===== config.mk =====
export PLATFORM = sky130hd
export DESIGN_NAME = ssd_diag_bytes
export DESIGN_NICKNAME = d
export VERILOG_FILES = /design/src/ssd_pkg.sv /design/src/ssd_persist_timer.sv /design/src/ssd_diag_bytes.sv
export SDC_FILE = /design/constraint.sdc
export NUM_CORES = 1
export LEC_CHECK = 0
export BUFFER_PORTS_ARGS = -buffer_cell sky130_fd_sc_hd__buf_2
export CORE_ASPECT_RATIO = 0.5
export CORE_UTILIZATION = 49
export DETAILED_ROUTE_END_ITERATION = 16
export PLACE_DENSITY = 0.79
export SYNTH_ARGS = -nofsm -noshare
export SYNTH_HDL_FRONTEND = slang
export SYNTH_SLANG_ARGS = --single-unit

===== constraint.sdc =====
create_clock -name i_sys_clk -period 2.2 [get_ports i_sys_clk]
set_input_delay 0 -clock i_sys_clk [delete_from_list [all_inputs] [get_ports i_sys_clk]]
set_output_delay 0 -clock i_sys_clk [all_outputs]
set_load 0.03 [all_outputs]

===== src/ssd_pkg.sv =====
// Purpose: Shared constants for the safety sensor diagnostic byte block
// Assumes: One 250 MHz clock, synchronous active-high reset
// Notes: Bit positions follow the request, response and diagnostic byte maps
// Behaviour
// - Sensor returns one status byte per cycle
// - Diagnostic byte carries warnings or error flags
// - All flags are active high
// - Bit0 outputs on, bit1 actuator detected
// - Bit4 both inputs energised, bits2-3 zero
// - Bit5 actuator in limit area
// - Bit6 warning pending, bit7 enabling path off
// - Error byte bits 0-5 fault causes
// - Warning bits 0-3, 5 internal, 6 comms
// - Idle with inputs energised reports only bit4
// - Fault: outputs off, bits 7,6,4,1 set
// - Error clears: cause gone plus reset fall or guard open
// - Persisting warning in bits 0-3 or 5 turns outputs off after 30 minutes; a comms warning never times out
// - Communication loss holds the safety outputs unless an error is latched
package ssd_pkg;

  ////////////////////////////////////////////////////////////////////////////
  // Byte geometry
  localparam int SSD_BYTE_W = 8;
  localparam int SSD_CAUSE_W = 6;
  localparam logic [7:0] SSD_BYTE_RESET = 8'h00;

  ////////////////////////////////////////////////////////////////////////////
  // Request byte
  localparam int SSD_REQ_ERR_RESET_BIT = 7;

  ////////////////////////////////////////////////////////////////////////////
  // Response byte
  localparam int SSD_RSP_OUTPUTS_ON_BIT = 0;
  localparam int SSD_RSP_ACTUATOR_BIT = 1;
  localparam int SSD_RSP_INPUTS_BIT = 4;
  localparam int SSD_RSP_LIMIT_BIT = 5;
  localparam int SSD_RSP_WARNING_BIT = 6;
  localparam int SSD_RSP_ERROR_BIT = 7;

  ////////////////////////////////////////////////////////////////////////////
  // Diagnostic bytes, cause positions shared by warning and error bytes
  localparam int SSD_CAUSE_OUT_A_BIT = 0;
  localparam int SSD_CAUSE_OUT_B_BIT = 1;
  localparam int SSD_CAUSE_CROSS_BIT = 2;
  localparam int SSD_CAUSE_TEMP_BIT = 3;
  localparam int SSD_CAUSE_ACTUATOR_BIT = 4;
  localparam int SSD_CAUSE_INTERNAL_BIT = 5;
  localparam int SSD_WARN_COMM_BIT = 6;
  localparam logic [5:0] SSD_WARN_CAUSE_MASK = 6'h2F;
  localparam logic [5:0] SSD_ERR_CAUSE_MASK = 6'h3F;

  ////////////////////////////////////////////////////////////////////////////
  // Timing
  localparam longint unsigned SSD_CLK_HZ = 64'h0000_0000_0EE6_B280;
  localparam longint unsigned SSD_WARN_TIME_MIN = 64'h0000_0000_0000_001E;
  localparam longint unsigned SSD_SEC_PER_MIN = 64'h0000_0000_0000_003C;
  localparam longint unsigned SSD_WARN_CYCLES =
    SSD_WARN_TIME_MIN * SSD_SEC_PER_MIN * SSD_CLK_HZ;
  localparam int SSD_WARN_CNT_W = 40;

endpackage


===== src/ssd_persist_timer.sv =====
// Purpose: Counts how long a condition has persisted without a break
// Assumes: Condition is synchronous to the clock
// Notes: Expiry is a level held until the condition drops
`timescale 1ns/1ps
module ssd_persist_timer
  import ssd_pkg::*;
#(
  parameter int CNT_W = SSD_WARN_CNT_W,
  parameter longint unsigned LIMIT = SSD_WARN_CYCLES
) (
  // Clock and reset
  input wire logic i_sys_clk,
  input wire logic i_reset,
  // Condition
  input wire logic i_active,
  // Result
  output logic o_expired
);

  logic [CNT_W-1:0] count_reg;
  logic [CNT_W-1:0] count_next;
  logic expired_reg;
  logic expired_next;
  wire logic at_limit;

  // Saturating at the limit keeps a very long fault from wrapping around
  assign at_limit = (count_reg >= CNT_W'(LIMIT - 1));
  assign count_next = !i_active ? '0 : (at_limit ? count_reg : count_reg + 1'b1);
  assign expired_next = i_active & at_limit;

  always_ff @(posedge i_sys_clk) begin
    if (i_reset) begin
      count_reg <= '0;
      expired_reg <= 1'b0;
    end else begin
      count_reg <= count_next;
      expired_reg <= expired_next;
    end
  end

  assign o_expired = expired_reg & i_active;

endmodule


===== src/ssd_diag_bytes.sv =====
// Purpose: Safety sensor status, warning and error byte engine
// Assumes: Sensor condition inputs are already debounced and synchronous
// Notes: Byte serialisation on the chain is done outside this block
`timescale 1ns/1ps
module ssd_diag_bytes
  import ssd_pkg::*;
#(
  parameter longint unsigned WARN_CYCLES = SSD_WARN_CYCLES,
  parameter int WARN_CNT_W = SSD_WARN_CNT_W
) (
  // Clock and reset
  input wire logic i_sys_clk,
  input wire logic i_reset,
  // Request byte from the gateway
  input wire logic [7:0] i_request_byte,
  input wire logic i_request_valid,
  // Sensing front end
  input wire logic i_actuator_in_range,
  input wire logic i_actuator_in_limit,
  input wire logic i_safety_in_a,
  input wire logic i_safety_in_b,
  // Fault and warning causes, same bit positions as the diagnostic bytes
  input wire logic [5:0] i_fault_cause,
  input wire logic [5:0] i_warn_cause,
  input wire logic i_comm_fault,
  // Snapshot request from the chain framer
  input wire logic i_snapshot_req,
  // Safety outputs
  output logic o_safety_out_a,
  output logic o_safety_out_b,
  // Transmitted bytes
  output logic [7:0] o_status_response_byte,
  output logic [7:0] o_warning_flag_byte,
  output logic [7:0] o_error_flag_byte,
  output logic [7:0] o_diag_byte,
  output logic o_diag_is_error,
  output logic o_snapshot_valid
);

  ////////////////////////////////////////////////////////////////////////////
  // Byte packing helpers

  function automatic logic [7:0] pack_response(
    input logic outputs_on,
    input logic actuated,
    input logic inputs_ok,
    input logic in_limit,
    input logic warn_pend,
    input logic err_latched
  );
    logic [7:0] b;
    b = SSD_BYTE_RESET;
    b[SSD_RSP_OUTPUTS_ON_BIT] = outputs_on;
    b[SSD_RSP_ACTUATOR_BIT] = actuated;
    b[SSD_RSP_INPUTS_BIT] = inputs_ok;
    b[SSD_RSP_LIMIT_BIT] = in_limit;
    b[SSD_RSP_WARNING_BIT] = warn_pend | err_latched;
    b[SSD_RSP_ERROR_BIT] = err_latched;
    return b;
  endfunction

  function automatic logic [7:0] pack_causes(
    input logic [5:0] causes,
    input logic [5:0] mask,
    input logic comm
  );
    logic [7:0] b;
    b = SSD_BYTE_RESET;
    b[5:0] = causes & mask;
    b[SSD_WARN_COMM_BIT] = comm;
    return b;
  endfunction

  ////////////////////////////////////////////////////////////////////////////
  // Request byte capture

  logic [7:0] request_reg;
  logic [7:0] request_next;
  logic req_bit7_reg;
  logic req_bit7_next;
  wire logic reset_fall;

  assign request_next = i_request_valid ? i_request_byte : request_reg;
  // Bits 0 to 6 of the request carry nothing and are ignored
  assign req_bit7_next = i_request_valid ? i_request_byte[SSD_REQ_ERR_RESET_BIT]
                                         : req_bit7_reg;
  // Reset acts on the 1 to 0 change, so a stuck-high bit cannot keep clearing
  assign reset_fall = i_request_valid & req_bit7_reg
                      & ~i_request_byte[SSD_REQ_ERR_RESET_BIT];

  always_ff @(posedge i_sys_clk) begin
    if (i_reset) begin
      request_reg <= SSD_BYTE_RESET;
      req_bit7_reg <= 1'b0;
    end else begin
      request_reg <= request_next;
      req_bit7_reg <= req_bit7_next;
    end
  end

  ////////////////////////////////////////////////////////////////////////////
  // Guard opening detection

  logic actuated_prev_reg;
  wire logic guard_opened;

  assign guard_opened = actuated_prev_reg & ~i_actuator_in_range;

  always_ff @(posedge i_sys_clk) begin
    if (i_reset) begin
      actuated_prev_reg <= 1'b0;
    end else begin
      actuated_prev_reg <= i_actuator_in_range;
    end
  end

  ////////////////////////////////////////////////////////////////////////////
  // Warning persistence

  wire logic [5:0] warn_live;
  wire logic warn_cause_any;
  wire logic warn_expired;
  wire logic warn_pending;

  assign warn_live = i_warn_cause & SSD_WARN_CAUSE_MASK;
  assign warn_cause_any = |warn_live;
  assign warn_pending = warn_cause_any | i_comm_fault;

  ssd_persist_timer #(
    .CNT_W(WARN_CNT_W),
    .LIMIT(WARN_CYCLES)
  ) u_warn_timer (
    .i_sys_clk(i_sys_clk),
    .i_reset(i_reset),
    .i_active(warn_cause_any),
    .o_expired(warn_expired)
  );

  ////////////////////////////////////////////////////////////////////////////
  // Latched error flags

  logic [5:0] err_reg;
  logic [5:0] err_next;
  wire logic [5:0] err_set;
  wire logic [5:0] err_cause_now;
  wire logic err_clear_ok;
  wire logic err_any;

  // A warning that outlives the timer becomes an error of the same kind
  assign err_set = (i_fault_cause & SSD_ERR_CAUSE_MASK)
                   | (warn_expired ? warn_live : 6'h00);
  assign err_cause_now = (i_fault_cause & SSD_ERR_CAUSE_MASK) | warn_live;
  assign err_clear_ok = reset_fall | guard_opened;
  assign err_any = |err_reg;

  genvar gi;
  generate
    for (gi = 0; gi < SSD_CAUSE_W; gi++) begin : g_err_bit
      // Set wins over clear; clear also needs the cause to be gone
      assign err_next[gi] = err_set[gi] ? 1'b1
                          : ((err_clear_ok & ~err_cause_now[gi]) ? 1'b0
                                                                 : err_reg[gi]);
    end
  endgenerate

  always_ff @(posedge i_sys_clk) begin
    if (i_reset) begin
      err_reg <= 6'h00;
    end else begin
      err_reg <= err_next;
    end
  end

  ////////////////////////////////////////////////////////////////////////////
  // Safety output drive

  logic outputs_on_reg;
  logic outputs_on_next;
  wire logic inputs_ok;
  wire logic enable_cond;

  assign inputs_ok = i_safety_in_a & i_safety_in_b;
  // Outputs only turn on when actuated, inputs energised and no latched error
  assign enable_cond = i_actuator_in_range & inputs_ok & ~err_any;
  // Error forces off even during a link loss; safety beats hold
  assign outputs_on_next = err_any ? 1'b0
                         : (i_comm_fault ? outputs_on_reg : enable_cond);

  always_ff @(posedge i_sys_clk) begin
    if (i_reset) begin
      outputs_on_reg <= 1'b0;
    end else begin
      outputs_on_reg <= outputs_on_next;
    end
  end

  assign o_safety_out_a = outputs_on_reg;
  assign o_safety_out_b = outputs_on_reg;

  ////////////////////////////////////////////////////////////////////////////
  // Byte assembly

  wire logic [7:0] status_now;
  wire logic [7:0] warning_now;
  wire logic [7:0] error_now;
  wire logic [7:0] diag_now;

  assign status_now = pack_response(outputs_on_reg, i_actuator_in_range, inputs_ok,
                                    i_actuator_in_limit & i_actuator_in_range,
                                    warn_pending, err_any);
  assign warning_now = pack_causes(warn_live, SSD_WARN_CAUSE_MASK, i_comm_fault);
  assign error_now = pack_causes(err_reg, SSD_ERR_CAUSE_MASK, 1'b0);
  // Errors take the single diagnostic slot ahead of warnings
  assign diag_now = err_any ? error_now : warning_now;

  ////////////////////////////////////////////////////////////////////////////
  // Snapshot registers

  logic [7:0] status_reg;
  logic [7:0] status_next;
  logic [7:0] warning_reg;
  logic [7:0] warning_next;
  logic [7:0] error_byte_reg;
  logic [7:0] error_byte_next;
  logic [7:0] diag_reg;
  logic [7:0] diag_next;
  logic diag_is_error_reg;
  logic diag_is_error_next;
  logic snap_valid_reg;

  // All bytes load on the same edge so no frame mixes two states
  assign status_next = i_snapshot_req ? status_now : status_reg;
  assign warning_next = i_snapshot_req ? warning_now : warning_reg;
  assign error_byte_next = i_snapshot_req ? error_now : error_byte_reg;
  assign diag_next = i_snapshot_req ? diag_now : diag_reg;
  assign diag_is_error_next = i_snapshot_req ? err_any : diag_is_error_reg;

  always_ff @(posedge i_sys_clk) begin
    if (i_reset) begin
      status_reg <= SSD_BYTE_RESET;
      warning_reg <= SSD_BYTE_RESET;
      error_byte_reg <= SSD_BYTE_RESET;
      diag_reg <= SSD_BYTE_RESET;
      diag_is_error_reg <= 1'b0;
      snap_valid_reg <= 1'b0;
    end else begin
      status_reg <= status_next;
      warning_reg <= warning_next;
      error_byte_reg <= error_byte_next;
      diag_reg <= diag_next;
      diag_is_error_reg <= diag_is_error_next;
      snap_valid_reg <= i_snapshot_req;
    end
  end

  assign o_status_response_byte = status_reg;
  assign o_warning_flag_byte = warning_reg;
  assign o_error_flag_byte = error_byte_reg;
  assign o_diag_byte = diag_reg;
  assign o_diag_is_error = diag_is_error_reg;
  assign o_snapshot_valid = snap_valid_reg;

endmodule


[Yosys cells after proc, flatten, opt, wreduce, memory -nomap -nowiden]
Cells that the tools add are included.
Word-level totals
  register bits after elaboration: 78
  logic and storage cells: 73
  input bits: 29
  output and inout bits: 36
Operators by class
  order comparisons: 1
  multiplexer cells: 14
  bitwise operators: 30
  reductions and logical operators: 10
  add/sub/neg operators: 1
Operator list (number)
  adder 40 x 1 -> 40 bit (second input constant): 1
  >= comparator 40 x 39 -> 1 bit (second input constant): 1
  bitwise AND 1 bit: 15
  2-to-1 mux 1 bit: 12
  bitwise OR 6 bit: 2
  nonzero test 2 bit: 6
  NOT 1 bit: 10
  2-to-1 mux 7 bit: 1
  OR reduction 7 bit: 1
  2-to-1 mux 6 bit: 1
  OR reduction 6 bit: 1
  OR reduction 5 bit: 1
  bitwise OR 1 bit: 3
  OR reduction 2 bit: 1

[Logic depth before layout (Yosys ltp)]
Gate-level depths: netlist (run 1).
  depth in word-level cells: 6
  mapped depth: 9
  mapped depth without buffers: 7

[Cells and area by module]
From an unflattened synthesis (run 1), not the netlist that was laid out.
Second synthesis, totals
  cells, all modules: 416
  area total of the unflattened synthesis: 3593.4 µm²
Modules (own cells, without submodules)
  ssd_persist_timer: instances 1, area each 2204.6 µm², cells each 264
  ssd_diag_bytes: instances 1, area each 1388.8 µm², cells each 152

[Worst setup path before layout (run 1)]
OpenSTA, ideal clock, no wires.
  path kind: reg2reg
  from: register u_warn_timer.count_reg[32]
  to: register u_warn_timer.count_reg[37]
  stages on the path, launching flop included: 7
  period minus slack after synthesis: 2243 ps
  arrival time: 2173 ps
  setup slack: -43 ps
  cell sequence: dfxtp_1 -> or3_1 -> a311o_1 -> a2111oi_4 -> nand2_2 -> or3_1 -> a21oi_1
On the way
  longest elaborated chain between the ends: 1
  elaborated cells on any way between the ends: 2
  those cells by class: add/sub: 1; order compare: 1
RTL lines
  from (decl): line ssd_persist_timer.sv:20  | logic [CNT_W-1:0] count_reg;
  from (signal assigned): line ssd_persist_timer.sv:36  | count_reg <= count_next;
  adder 40 x 1 -> 40 bit / >= comparator 40 x 39 -> 1 bit (equally long branches): line ssd_persist_timer.sv:28, ssd_persist_timer.sv:27
Several ways; a longest one is shown, not always the timed one.
A chain may end at the register's enable or synchronous reset.

[Final worst setup path (run 1)]
  from: register u_warn_timer.count_reg[32]
  to: register u_warn_timer.count_reg[34]
Same word-level chain as after synthesis.

==> metrics.txt, run 1 <==
initial drt markers between 150 and 200; latest clock arrival within the worst-skew pair 340 ps; CP bufs+invs 2; Largest register FFs 40; outcome complete, no violations; clock root buffer master clkbuf_16; Worst Path Arrival approximately 2500 ps; DRC Markers 0; # rows 20; Post-synth EDFFs 0; worst hold path type in -> reg; Avg WL per Cell roughly 14 um; portion of netlist area occupied by mux cells 0.0417; grt total ovfl 0; relative slew slack 0.520; fin crit share 0.989; Post-Synthesis Cells approximately 390; Die Area 7210 um^2; cell taking the most area after synthesis dfxtp_1; Setup CP Type reg -> reg; sequential share of the synthesized area 0.453; Routed Antenna Nets 0; post-synthesis sequential element count 76; layout cell share with drive strength beyond 1 0.259; Critical Path RT 2470 ps; ys async rst share 0; initial antenna violation count 0; CTS sink cnt 76; DP Cell Count 540; Synth Area in Simple Gates 0.272; Syn Area/Cell between 8 and 9 um^2; top post-synthesis cells by count dfxtp_1 (76), nor2_1 (72), a21oi_1 (31), xor2_1 (23), nand3_1 (22); Worst Setup End Kind register; Port-buffer cells 49; Cell Count, Final, Fillers Out 579; Yosys cell types 44; global-route wire length before repair 13.6 mm; CP Max Fanout 9; Top Family by Delay on Critical Path simple AND/OR/NAND/NOR gates; Ports 65; final wirelength 8.33 mm; Ys Warns 0; vias in the first global route about 3000; Synth Area in XOR/XNOR 0.0652; MaxCap Viol Count 0; Slew @ Worst Pin 720 ps; most frequent cell after synthesis dfxtp_1; DRT Pass-1 Iters 4; CP dominant cell by count or3_4; final hold vios 0; Core ar. around 6300 um^2; chip height between 60 and 70 um; clock buffer count from CTS 9; Worst Clk Skew between 5 and 6 ps; CTS tree yes; Synth Area in Compound Gates 0.114; Synth Area in Adders 0.00373; Antenna diodes 0; Layout Nets around 520; main flop type after synthesis dfxtp_1; share of the synthesized area in the top cell type 0.453; Die Wd 119 um; critical-path cell list or3_4 > a311o_1 > a21oi_1 > buf_4 > nand4_1 > buf_6 > or3_4 > a21oi_2; Fmax between 400 and 500 MHz; final setup violation count 0; vias around 3100; RSZ-0062 raised after global routing true; Tmin final 2180 ps; Clock Path Buffers 2; Synth area leaders dfxtp_1 (45%), nor2_1 (8.0%), xor2_1 (6.0%); pwr dens 743 nW/um^2; Post-Syn Area 3360 um^2; largest family of logic cells by synthesized area simple AND/OR/NAND/NOR gates; Leakage Power 1.88 nW; worst hold slack 49.2 ps; CTS H-tree lvls 3; P&R area growth vs syn 33.3%; Vias per Instance 5.42; startpoint types register; largest net degree at the start of global routing 38; Clk pin slew, worst setup/hold paths 60 ps; peak supply drop 366 uV; Starting Density 0.530; fin. max-slew vios 0; DP Wirelength 5.15 mm; GRT Total Usage 0.245; Crit-path slowest cell or3_4; slowest cell delay on critical path 390 ps; GPL Wtd Cong 0.870; Tot Pwr around 0.0033 W
-- path summary, 6_finish.rpt --
kind	startpoint	slack [ps]	to	cells past startpoint
max	u_warn_timer.count_reg[32]$_SDFFE_PP0N_	20	u_warn_timer.count_reg[34]$_SDFFE_PP0N_	8
min	i_safety_in_b	50	o_safety_out_a$_SDFFE_PP0N_	5
max reg2reg	u_warn_timer.count_reg[32]$_SDFFE_PP0N_	20	u_warn_timer.count_reg[34]$_SDFFE_PP0N_	8
min reg2reg	o_status_response_byte[5]$_SDFFE_PP0P_	470	o_status_response_byte[5]$_SDFFE_PP0P_	2
-- cell families after synthesis --
family | count (synthesis)
AO/OA/AOI/OAI | 61
XOR/XNOR | 25
adder cells (fa/ha/maj) | 1
buffers and inverters | 32
flip-flops | 76
multiplexers | 14
other | 1
AND/OR/NAND/NOR | 181
-- layer usage --
metal / share of wire / global-route usage / up-vias
li1: - / - / 1558
met1: 0.45 / 0.287 / 1481
met2: 0.48 / 0.441 / 88
met3: 0.048 / 0.0639 / 12
met4: 0.015 / 0.108 / 0
met5: 0 / 0 / -
-- what timing repair did --
action / CTS / global route
endpoints found under the hold margin: 18 / 0
setup buffers: 4 / 0
resized for setup: 3 / 15
pin swaps: 1 / 6
endpoints found under the setup margin: 4 / 23
hold buffers: 19 / 0
-- layout by cell type, fill, tap and decap left out, types with 3 or more instances in the layout --
| cell type | n |
|---|---|
| or3_1 | 8 |
| inv_1 | 6 |
| a211oi_1 | 6 |
| and2_1 | 3 |
| a21oi_2 | 3 |
| nor2_1 | 72 |
| o21ai_0 | 12 |
| or3_4 | 3 |
| xor2_1 | 23 |
| nand3_1 | 20 |
| and4_2 | 3 |
| nand2_1 | 16 |
| clkbuf_16 | 9 |
| and3_1 | 8 |
| nor3_1 | 4 |
| nand4b_1 | 3 |
| mux2i_1 | 14 |
| nand4_1 | 16 |
| buf_4 | 32 |
| conb_1 | 7 |
| dfxtp_1 | 76 |
| and3_2 | 5 |
| or4_1 | 3 |
| a21oi_1 | 28 |
| nand2b_1 | 5 |
| dlygate4sd3_1 | 19 |
| buf_2 | 49 |
-- metrics by stage --
step	utilization	setup TNS, ps	instance area (um^2)	worst slack [ps]
CTS	0.698	0	4420	2.49
finish	0.707	0	4480	23.1
global route	0.707	-389	4480	-68.0
detailed placement	0.607	-6.34	3840	-6.34
global placement	0.607	0	3840	60.5
floorplan	-	0	3380	11.2
-- area by class of cell --
type	count	area, um^2
Clock buffer	11	243
Clock inverter	5	83.8
Fill cell	444	1860
Inverter	6	22.5
Multi-Input combinational cell	289	1760
Sequential cell	76	1520
Tap cell	88	110
Timing Repair Buffer	104	738
-- worst min-delay path: cells and delay by family --
| family | cells | cell delay, ps |
|---|---|---|
| buffers and inverters | 1 | 110 |
| AO/OA/AOI/OAI | 1 | 70 |
| AND/OR/NAND/NOR | 3 | 170 |
-- power breakdown --
group	switching (W)	internal, W	leakage [nW]
Sequential	0.0000286	0.00142	0.620
Combinational	0.000177	0.000108	1.10
Clock	0.000564	0.00103	0.152
Total	0.000770	0.00255	1.88
Power figures use the tool's default switching activity.
==> run 2: changes to the inputs <==
CORE_UTILIZATION = 50   (was 49)
PLACE_DENSITY = 0.8   (was 0.79)
SLEW_MARGIN = 20   (was not set)
SYNTH_HIERARCHICAL = 1   (was not set)
==> metrics.txt, run 2 <==
GRT Total Usage 0.254 (+0.00911); share of the synthesized area in the top cell type 0.423 (-0.0297); relative slew slack 0.616 (+0.0960); CTS H-tree lvls 3 (unchanged); Layout Nets 533 (+3.3%); Leakage Power 1.84 nW (-2.2%); worst hold slack 22.6 ps (-26.6 ps); outcome complete, no violations; Post-CTS Setup Bufs 0 (-4); Vias per Instance 5.80 (+6.9%); Post-Syn Area 3590 um^2 (+7.0%); largest net degree at the start of global routing 42 (+11%); GPL Wtd Cong 0.799 (-8.1%); Tot Pwr 0.00311 W (-6.4%); CTS tree yes; ys async rst share 0 (unchanged); most common cell after layout, fill and taps aside dfxtp_1; DP Cell Count 561 (+3.9%); pwr dens 681 nW/um^2 (-8.3%); Antenna diodes 0 (unchanged); # rows 21 (+5.0%); CTS sink cnt 76 (unchanged); Syn Area/Cell 8.64 um^2 (+0.57%); vias in the first global route 3158 (+8.0%); Cell Count, Final, Fillers Out 600 (+3.6%); startpoint types register; global-route wire length before repair 14.5 mm (+6.4%); most frequent cell after synthesis dfxtp_1; final setup violation count 0 (unchanged); cell taking the most area after synthesis dfxtp_1; fin area 4570 um^2 (+2.0%); main flop type after synthesis dfxtp_1; Fmax 481 MHz (+4.7%); Die Area 7550 um^2 (+4.7%); Post-Synthesis Cells 416 (+6.4%); DP Wirelength 5.62 mm (+9.0%); Setup CP Type reg -> reg; initial antenna violation count 0 (unchanged); Worst Path Arrival 2350 ps (-100 ps); MaxCap Viol Count 0 (unchanged); area taken by multi-input logic gates 1920 um^2 (+9.3%); peak supply drop 413 uV (+13%); Ports 65 (unchanged); Port-buffer cells 49 (unchanged); DRT Pass-1 Iters 5 (+1); fin. max-slew vios 0 (unchanged); Clock Path Buffers 2 (unchanged); P&R area growth vs syn 27.1%; latest clock arrival within the worst-skew pair 340 ps (about the same); highest-count cells in the layout ignoring fill and taps dfxtp_1 (76), buf_2 (49), nor2_1 (34), a21oi_1 (34), nand2_1 (31); CP Max Fanout 41 (+32); grt total ovfl 0 (unchanged); Tmin final 2080 ps (-97.5 ps); sequential share of the synthesized area 0.423 (-0.0297); final wirelength 9.20 mm (+10%); Die Wd 122 um (+2.4%); top post-synthesis cells by count dfxtp_1 (76), a21oi_1 (36), nor2_1 (34), nand2_1 (31), or4_1 (19); fillcell total 507 (+14%); Core ar. 6810 um^2 (+7.5%); Worst Clk Skew 5.97 ps (+0.354 ps); Slew @ Worst Pin 575 ps (-145 ps); Critical Path RT 2470 ps (about the same); clock buffer count from CTS 9 (unchanged); Clk pin slew, worst setup/hold paths 60 ps (about the same); final hold vios 0 (unchanged); vias 3478 (+11%); post-synthesis sequential element count 76 (unchanged); Setup WS post-layout 121 ps (+97.5 ps); Ys Warns 6 (+6); DRC Markers 0 (unchanged); worst hold path type in -> reg; layout cell share with drive strength beyond 1 0.230 (-0.0283); Post-synth EDFFs 0 (unchanged); Starting Density 0.528 (-0.00240); DP Area 4020 um^2 (+4.7%); clock root buffer master clkbuf_16; Largest register FFs 40 (unchanged); chip height 61.9 um (+2.3%); Routed Antenna Nets 0 (unchanged); Yosys cell types 55 (+25%); Avg WL per Cell 15.3 um (+6.5%); fin crit share 0.945 (-0.0443); Synth area leaders dfxtp_1 (42%), a21oi_1 (5.0%), or4_1 (4.0%); initial drt markers 218 (+18%); Storage cell area 1520 um^2 (unchanged); Worst Setup End Kind register; Worst Setup Slack post-DPL 30.6 ps (+37.0 ps)
run 2: final timing paths:
| kind | to | startpoint | cells past startpoint | slack, ps |
|---|---|---|---|---|
| max | u_warn_timer/count_reg[15]$_SDFFE_PP0N_ | u_warn_timer/count_reg[20]$_SDFFE_PP0N_ | 7 | 120 |
| min reg2reg | o_diag_byte[6]$_SDFFE_PP0P_ | o_diag_byte[6]$_SDFFE_PP0P_ | 2 | 460 |
| max reg2reg | u_warn_timer/count_reg[15]$_SDFFE_PP0N_ | u_warn_timer/count_reg[20]$_SDFFE_PP0N_ | 7 | 120 |
| min | o_warning_flag_byte[3]$_SDFFE_PP0P_ | i_warn_cause[3] | 3 | 20 |
run 2: power breakdown:
part           switching (W)  internal (W)
registers          0.0000346       0.00142
clock network       0.000583      0.000763
logic               0.000194      0.000115
total               0.000812       0.00230
run 2: repair_timing:
action	4_1_cts	5_1_grt
hold buffers	22	0
endpoints found under the setup margin	0	25
hold endpoints to repair	18	0
gates resized for setup	0	10
run 2: worst max-delay path, cell delays in order (launching register included):
cell and delay [ps]:
dfxtp_1 320, and2_1 190, or4_1 430, nand4_2 130, nand2_2 70, buf_12 180
or4_1 540, a21oi_2 150
run 2: final cells by class:
| type | instances | area share |
|---|---|---|
| clock buffer | 10 | 0.0502 |
| inverter | 10 | 0.00822 |
| tap | 92 | 0.0252 |
| timing repair buffer | 101 | 0.154 |
| clock inverter | 6 | 0.00877 |
| sequential | 76 | 0.333 |
| multi-input combinational | 305 | 0.420 |
run 2: metal layers:
metal	wire length [um]	part of all wire	GRT usage	vias to the layer above
met5	0	0	0	-
met2	4250	0.46	0.441	114
met1	4110	0.45	0.296	1631
met3	605	0.066	0.0785	26
met4	227	0.025	0.127	0
li1	-	-	-	1707
run 2: cells by family after synthesis:
kind of cell               Yosys count  share of synthesized area
and+or+nand+nor                    177                      0.279
AOI/OAI and AO/OA                  100                      0.178
DFF                                 76                      0.423
buffers and inverters               42                     0.0634
muxes                               14                     0.0390
xor gates and xnor gates             5                     0.0122
adders and majority gates            1                    0.00348
other                                1                    0.00104
run 2: stage by stage:
stage               utilization  TNS (ps)
floorplan                     -         0
finish                    0.671         0
global route              0.671     -5.82
CTS                       0.663         0
detailed placement        0.591         0
global placement          0.591         0
==> run 3: changes to the inputs <==
CORE_UTILIZATION = 49   (was 50)
PLACE_DENSITY = 0.79   (was 0.8)
RECOVER_POWER = 100   (was not set)
SYNTH_HIERARCHICAL = not set   (was 1)
==> metrics.txt, run 3 (same netlist as run 1, synthesis figures left out) <==
outcome complete, but fails checks; failing checks capacitance limit, slew limit; Ports 65 (unchanged); Largest register FFs 40 (unchanged); Die Wd 119 um (-2.3%); Storage cell area 1520 um^2 (unchanged); Worst Setup Slack post-DPL -6.34 ps (-37.0 ps); initial drt markers 154 (-29%); global-route wire length before repair 13.6 mm (-6.0%); DRT Pass-1 Iters 4 (-1); final wirelength 8.34 mm (-9.3%); layout cell share with drive strength beyond 1 0.187 (-0.0429); final core occ 0.698 (+0.0273); clock root buffer master clkbuf_16; DP Wirelength 5.15 mm (-8.2%); Starting Density 0.530 (+0.00240); Routed Antenna Nets 0 (unchanged); Setup CP Type reg -> reg; worst hold path type in -> reg; highest-count cells in the layout ignoring fill and taps dfxtp_1 (76), nor2_1 (72), clkbuf_1 (35); DP Cell Count 540 (-3.7%); Tmin final 2180 ps (+98.1 ps); fin. max-slew vios 38 (+38); Worst Clk Skew 5.74 ps (-0.233 ps); Critical Path RT 2470 ps (about the same); sw frac 0.232 (-0.0296); Worst Setup End Kind register; Hold EP o_safety_out_a$_SDFFE_PP0N_; Layout Nets 516 (-3.2%); latest clock arrival within the worst-skew pair 340 ps (about the same); gr busiest metal met2; initial antenna violation count 0 (unchanged); largest net degree at the start of global routing 38 (-9.5%); P_int 0.00255 W (+11%); part of the power in registers 0.437 (-0.031); Clk pin slew, worst setup/hold paths 60 ps (about the same); relative slew slack -0.167 (-0.783); area taken by multi-input logic gates 1760 um^2 (-8.5%); clock buffer count from CTS 9 (unchanged); GRT Total Usage 0.245 (-0.00911); Leakage Power 1.74 nW (-5.2%); grt total ovfl 0 (unchanged); CTS H-tree lvls 3 (unchanged); Slew @ Worst Pin 1750 ps (+1180 ps); reg-to-reg startpoint u_warn_timer.count_reg[32]$_SDFFE_PP0N_; GPL Wtd Cong 0.870 (+8.9%); CP Max Fanout 9 (-78%); most common cell after layout, fill and taps aside dfxtp_1; Gate power share 0.084 (-0.015); vias 3120 (-10%); final setup violation count 0 (unchanged); vias in the first global route 2923 (-7.4%); Hold Startpoint i_safety_in_b; Cell Count, Final, Fillers Out 579 (-3.5%); worst reg2reg path depth 8 (+1); Clock Path Buffers 2 (unchanged); Die Area 7210 um^2 (-4.5%); M2 GR Usage 0.441 (-0.000455); peak supply drop 364 uV (-12%); startpoint types register; Setup WS post-layout 22.6 ps (-98.1 ps); Vias per Instance 5.39 (-7.0%); Avg WL per Cell 14.4 um (-6.0%); CTS sink cnt 76 (unchanged); hold path depth 5 (+2); Core ar. 6330 um^2 (-7.0%); GRT met3 Usage 0.0639 (-0.0146); chip height 60.5 um (-2.3%); RSZ-0062 raised after global routing true; Antenna diodes 0 (unchanged); clock network power share 0.479 (+0.046); M1 GR Usage 0.287 (-0.00857); fillcell total 477 (-5.9%); fin crit share 0.990 (+0.0446); Worst Path Arrival 2450 ps (+100 ps); # rows 20 (-4.8%); Psw 0.000767 W (-5.5%); R2R setup slack 20 ps (-100 ps); Fmax 459 MHz (-4.5%); final hold vios 0 (unchanged); CTS tree yes; MaxCap Viol Count 1 (+1); R2R Path End u_warn_timer.count_reg[34]$_SDFFE_PP0N_; DRC Markers 0 (unchanged); pwr dens 749 nW/um^2 (+10%); P&R area growth vs syn 31.6%; Port-buffer cells 49 (unchanged)
run 3: worst max-delay path, cell delays in order, from the launching register on:
cell and delay (ps):
dfxtp_1 310, or3_4 390, a311o_1 370, a21oi_1 140, buf_4 160, nand4_1 100, buf_6 160, or3_4 330
a21oi_2 150
run 3: worst max-delay path by stage:
stage / startpoint / end / slack (ps) / cells past startpoint
detailed placement: u_warn_timer.count_reg[32]$_SDFFE_PP0N_ / u_warn_timer.count_reg[36]$_SDFFE_PP0N_ / -6 / 8
CTS: u_warn_timer.count_reg[27]$_SDFFE_PP0N_ / u_warn_timer.count_reg[17]$_SDFFE_PP0N_ / 2 / 8
finish: u_warn_timer.count_reg[32]$_SDFFE_PP0N_ / u_warn_timer.count_reg[34]$_SDFFE_PP0N_ / 20 / 8
global route: u_warn_timer.count_reg[32]$_SDFFE_PP0N_ / u_warn_timer.count_reg[34]$_SDFFE_PP0N_ / -70 / 8
global placement: u_warn_timer.count_reg[32]$_SDFFE_PP0N_ / u_warn_timer.count_reg[34]$_SDFFE_PP0N_ / 60 / 8
floorplan: u_warn_timer.count_reg[32]$_SDFFE_PP0N_ / u_warn_timer.count_reg[37]$_SDFFE_PP0N_ / 10 / 6
run 3: cell type report:
type	count	area share
clock inverter	5	0.0190
tap	88	0.0249
inverter	6	0.00509
clock buffer	11	0.0549
timing repair buffer	104	0.155
multi-input combinational	289	0.397
sequential	76	0.344
run 3: per-stage QoR:
step / instance area [um^2] / hold WS (ps) / TNS [ps] / power [W]
after detailed placement: 3840 / 219 / -6.34 / 0.00173
after global routing: 4420 / 62.1 / -462 / 0.00342
after CTS: 4420 / 37.9 / 0 / 0.00334
after global placement: 3840 / 213 / 0 / 0.00172
final: 4420 / 54.9 / 0 / 0.00331
after floorplan: 3380 / 117 / 0 / 0.00166
run 3: timing repair:
action,CTS,global route
pin swaps,1,6
buffers inserted,4,0
gates resized for setup,3,15
hold buffers,19,0
hold endpoints to repair,18,0
setup endpoints to repair,4,23
run 3: metal layers:
metal  routed length [um]  vias to the layer above  share of wire
met2                 4090                       77           0.49
met1                 3790                     1472           0.45
li1                     -                     1564              -
met3                  387                        7          0.046
met5                    0                        -              0
met4                   74                        0         0.0089
run 3: power by group through the flow:
stage / Clock (W) / Sequential (W) / Combinational [W]
2_1_floorplan: 0 / 0.00152 / 0.000132
3_3_place_gp: 0 / 0.00147 / 0.000251
3_5_place_dp: 0 / 0.00148 / 0.000254
4_1_cts: 0.00161 / 0.00145 / 0.000281
5_1_grt: 0.00167 / 0.00145 / 0.000300
6_report: 0.00159 / 0.00145 / 0.000277
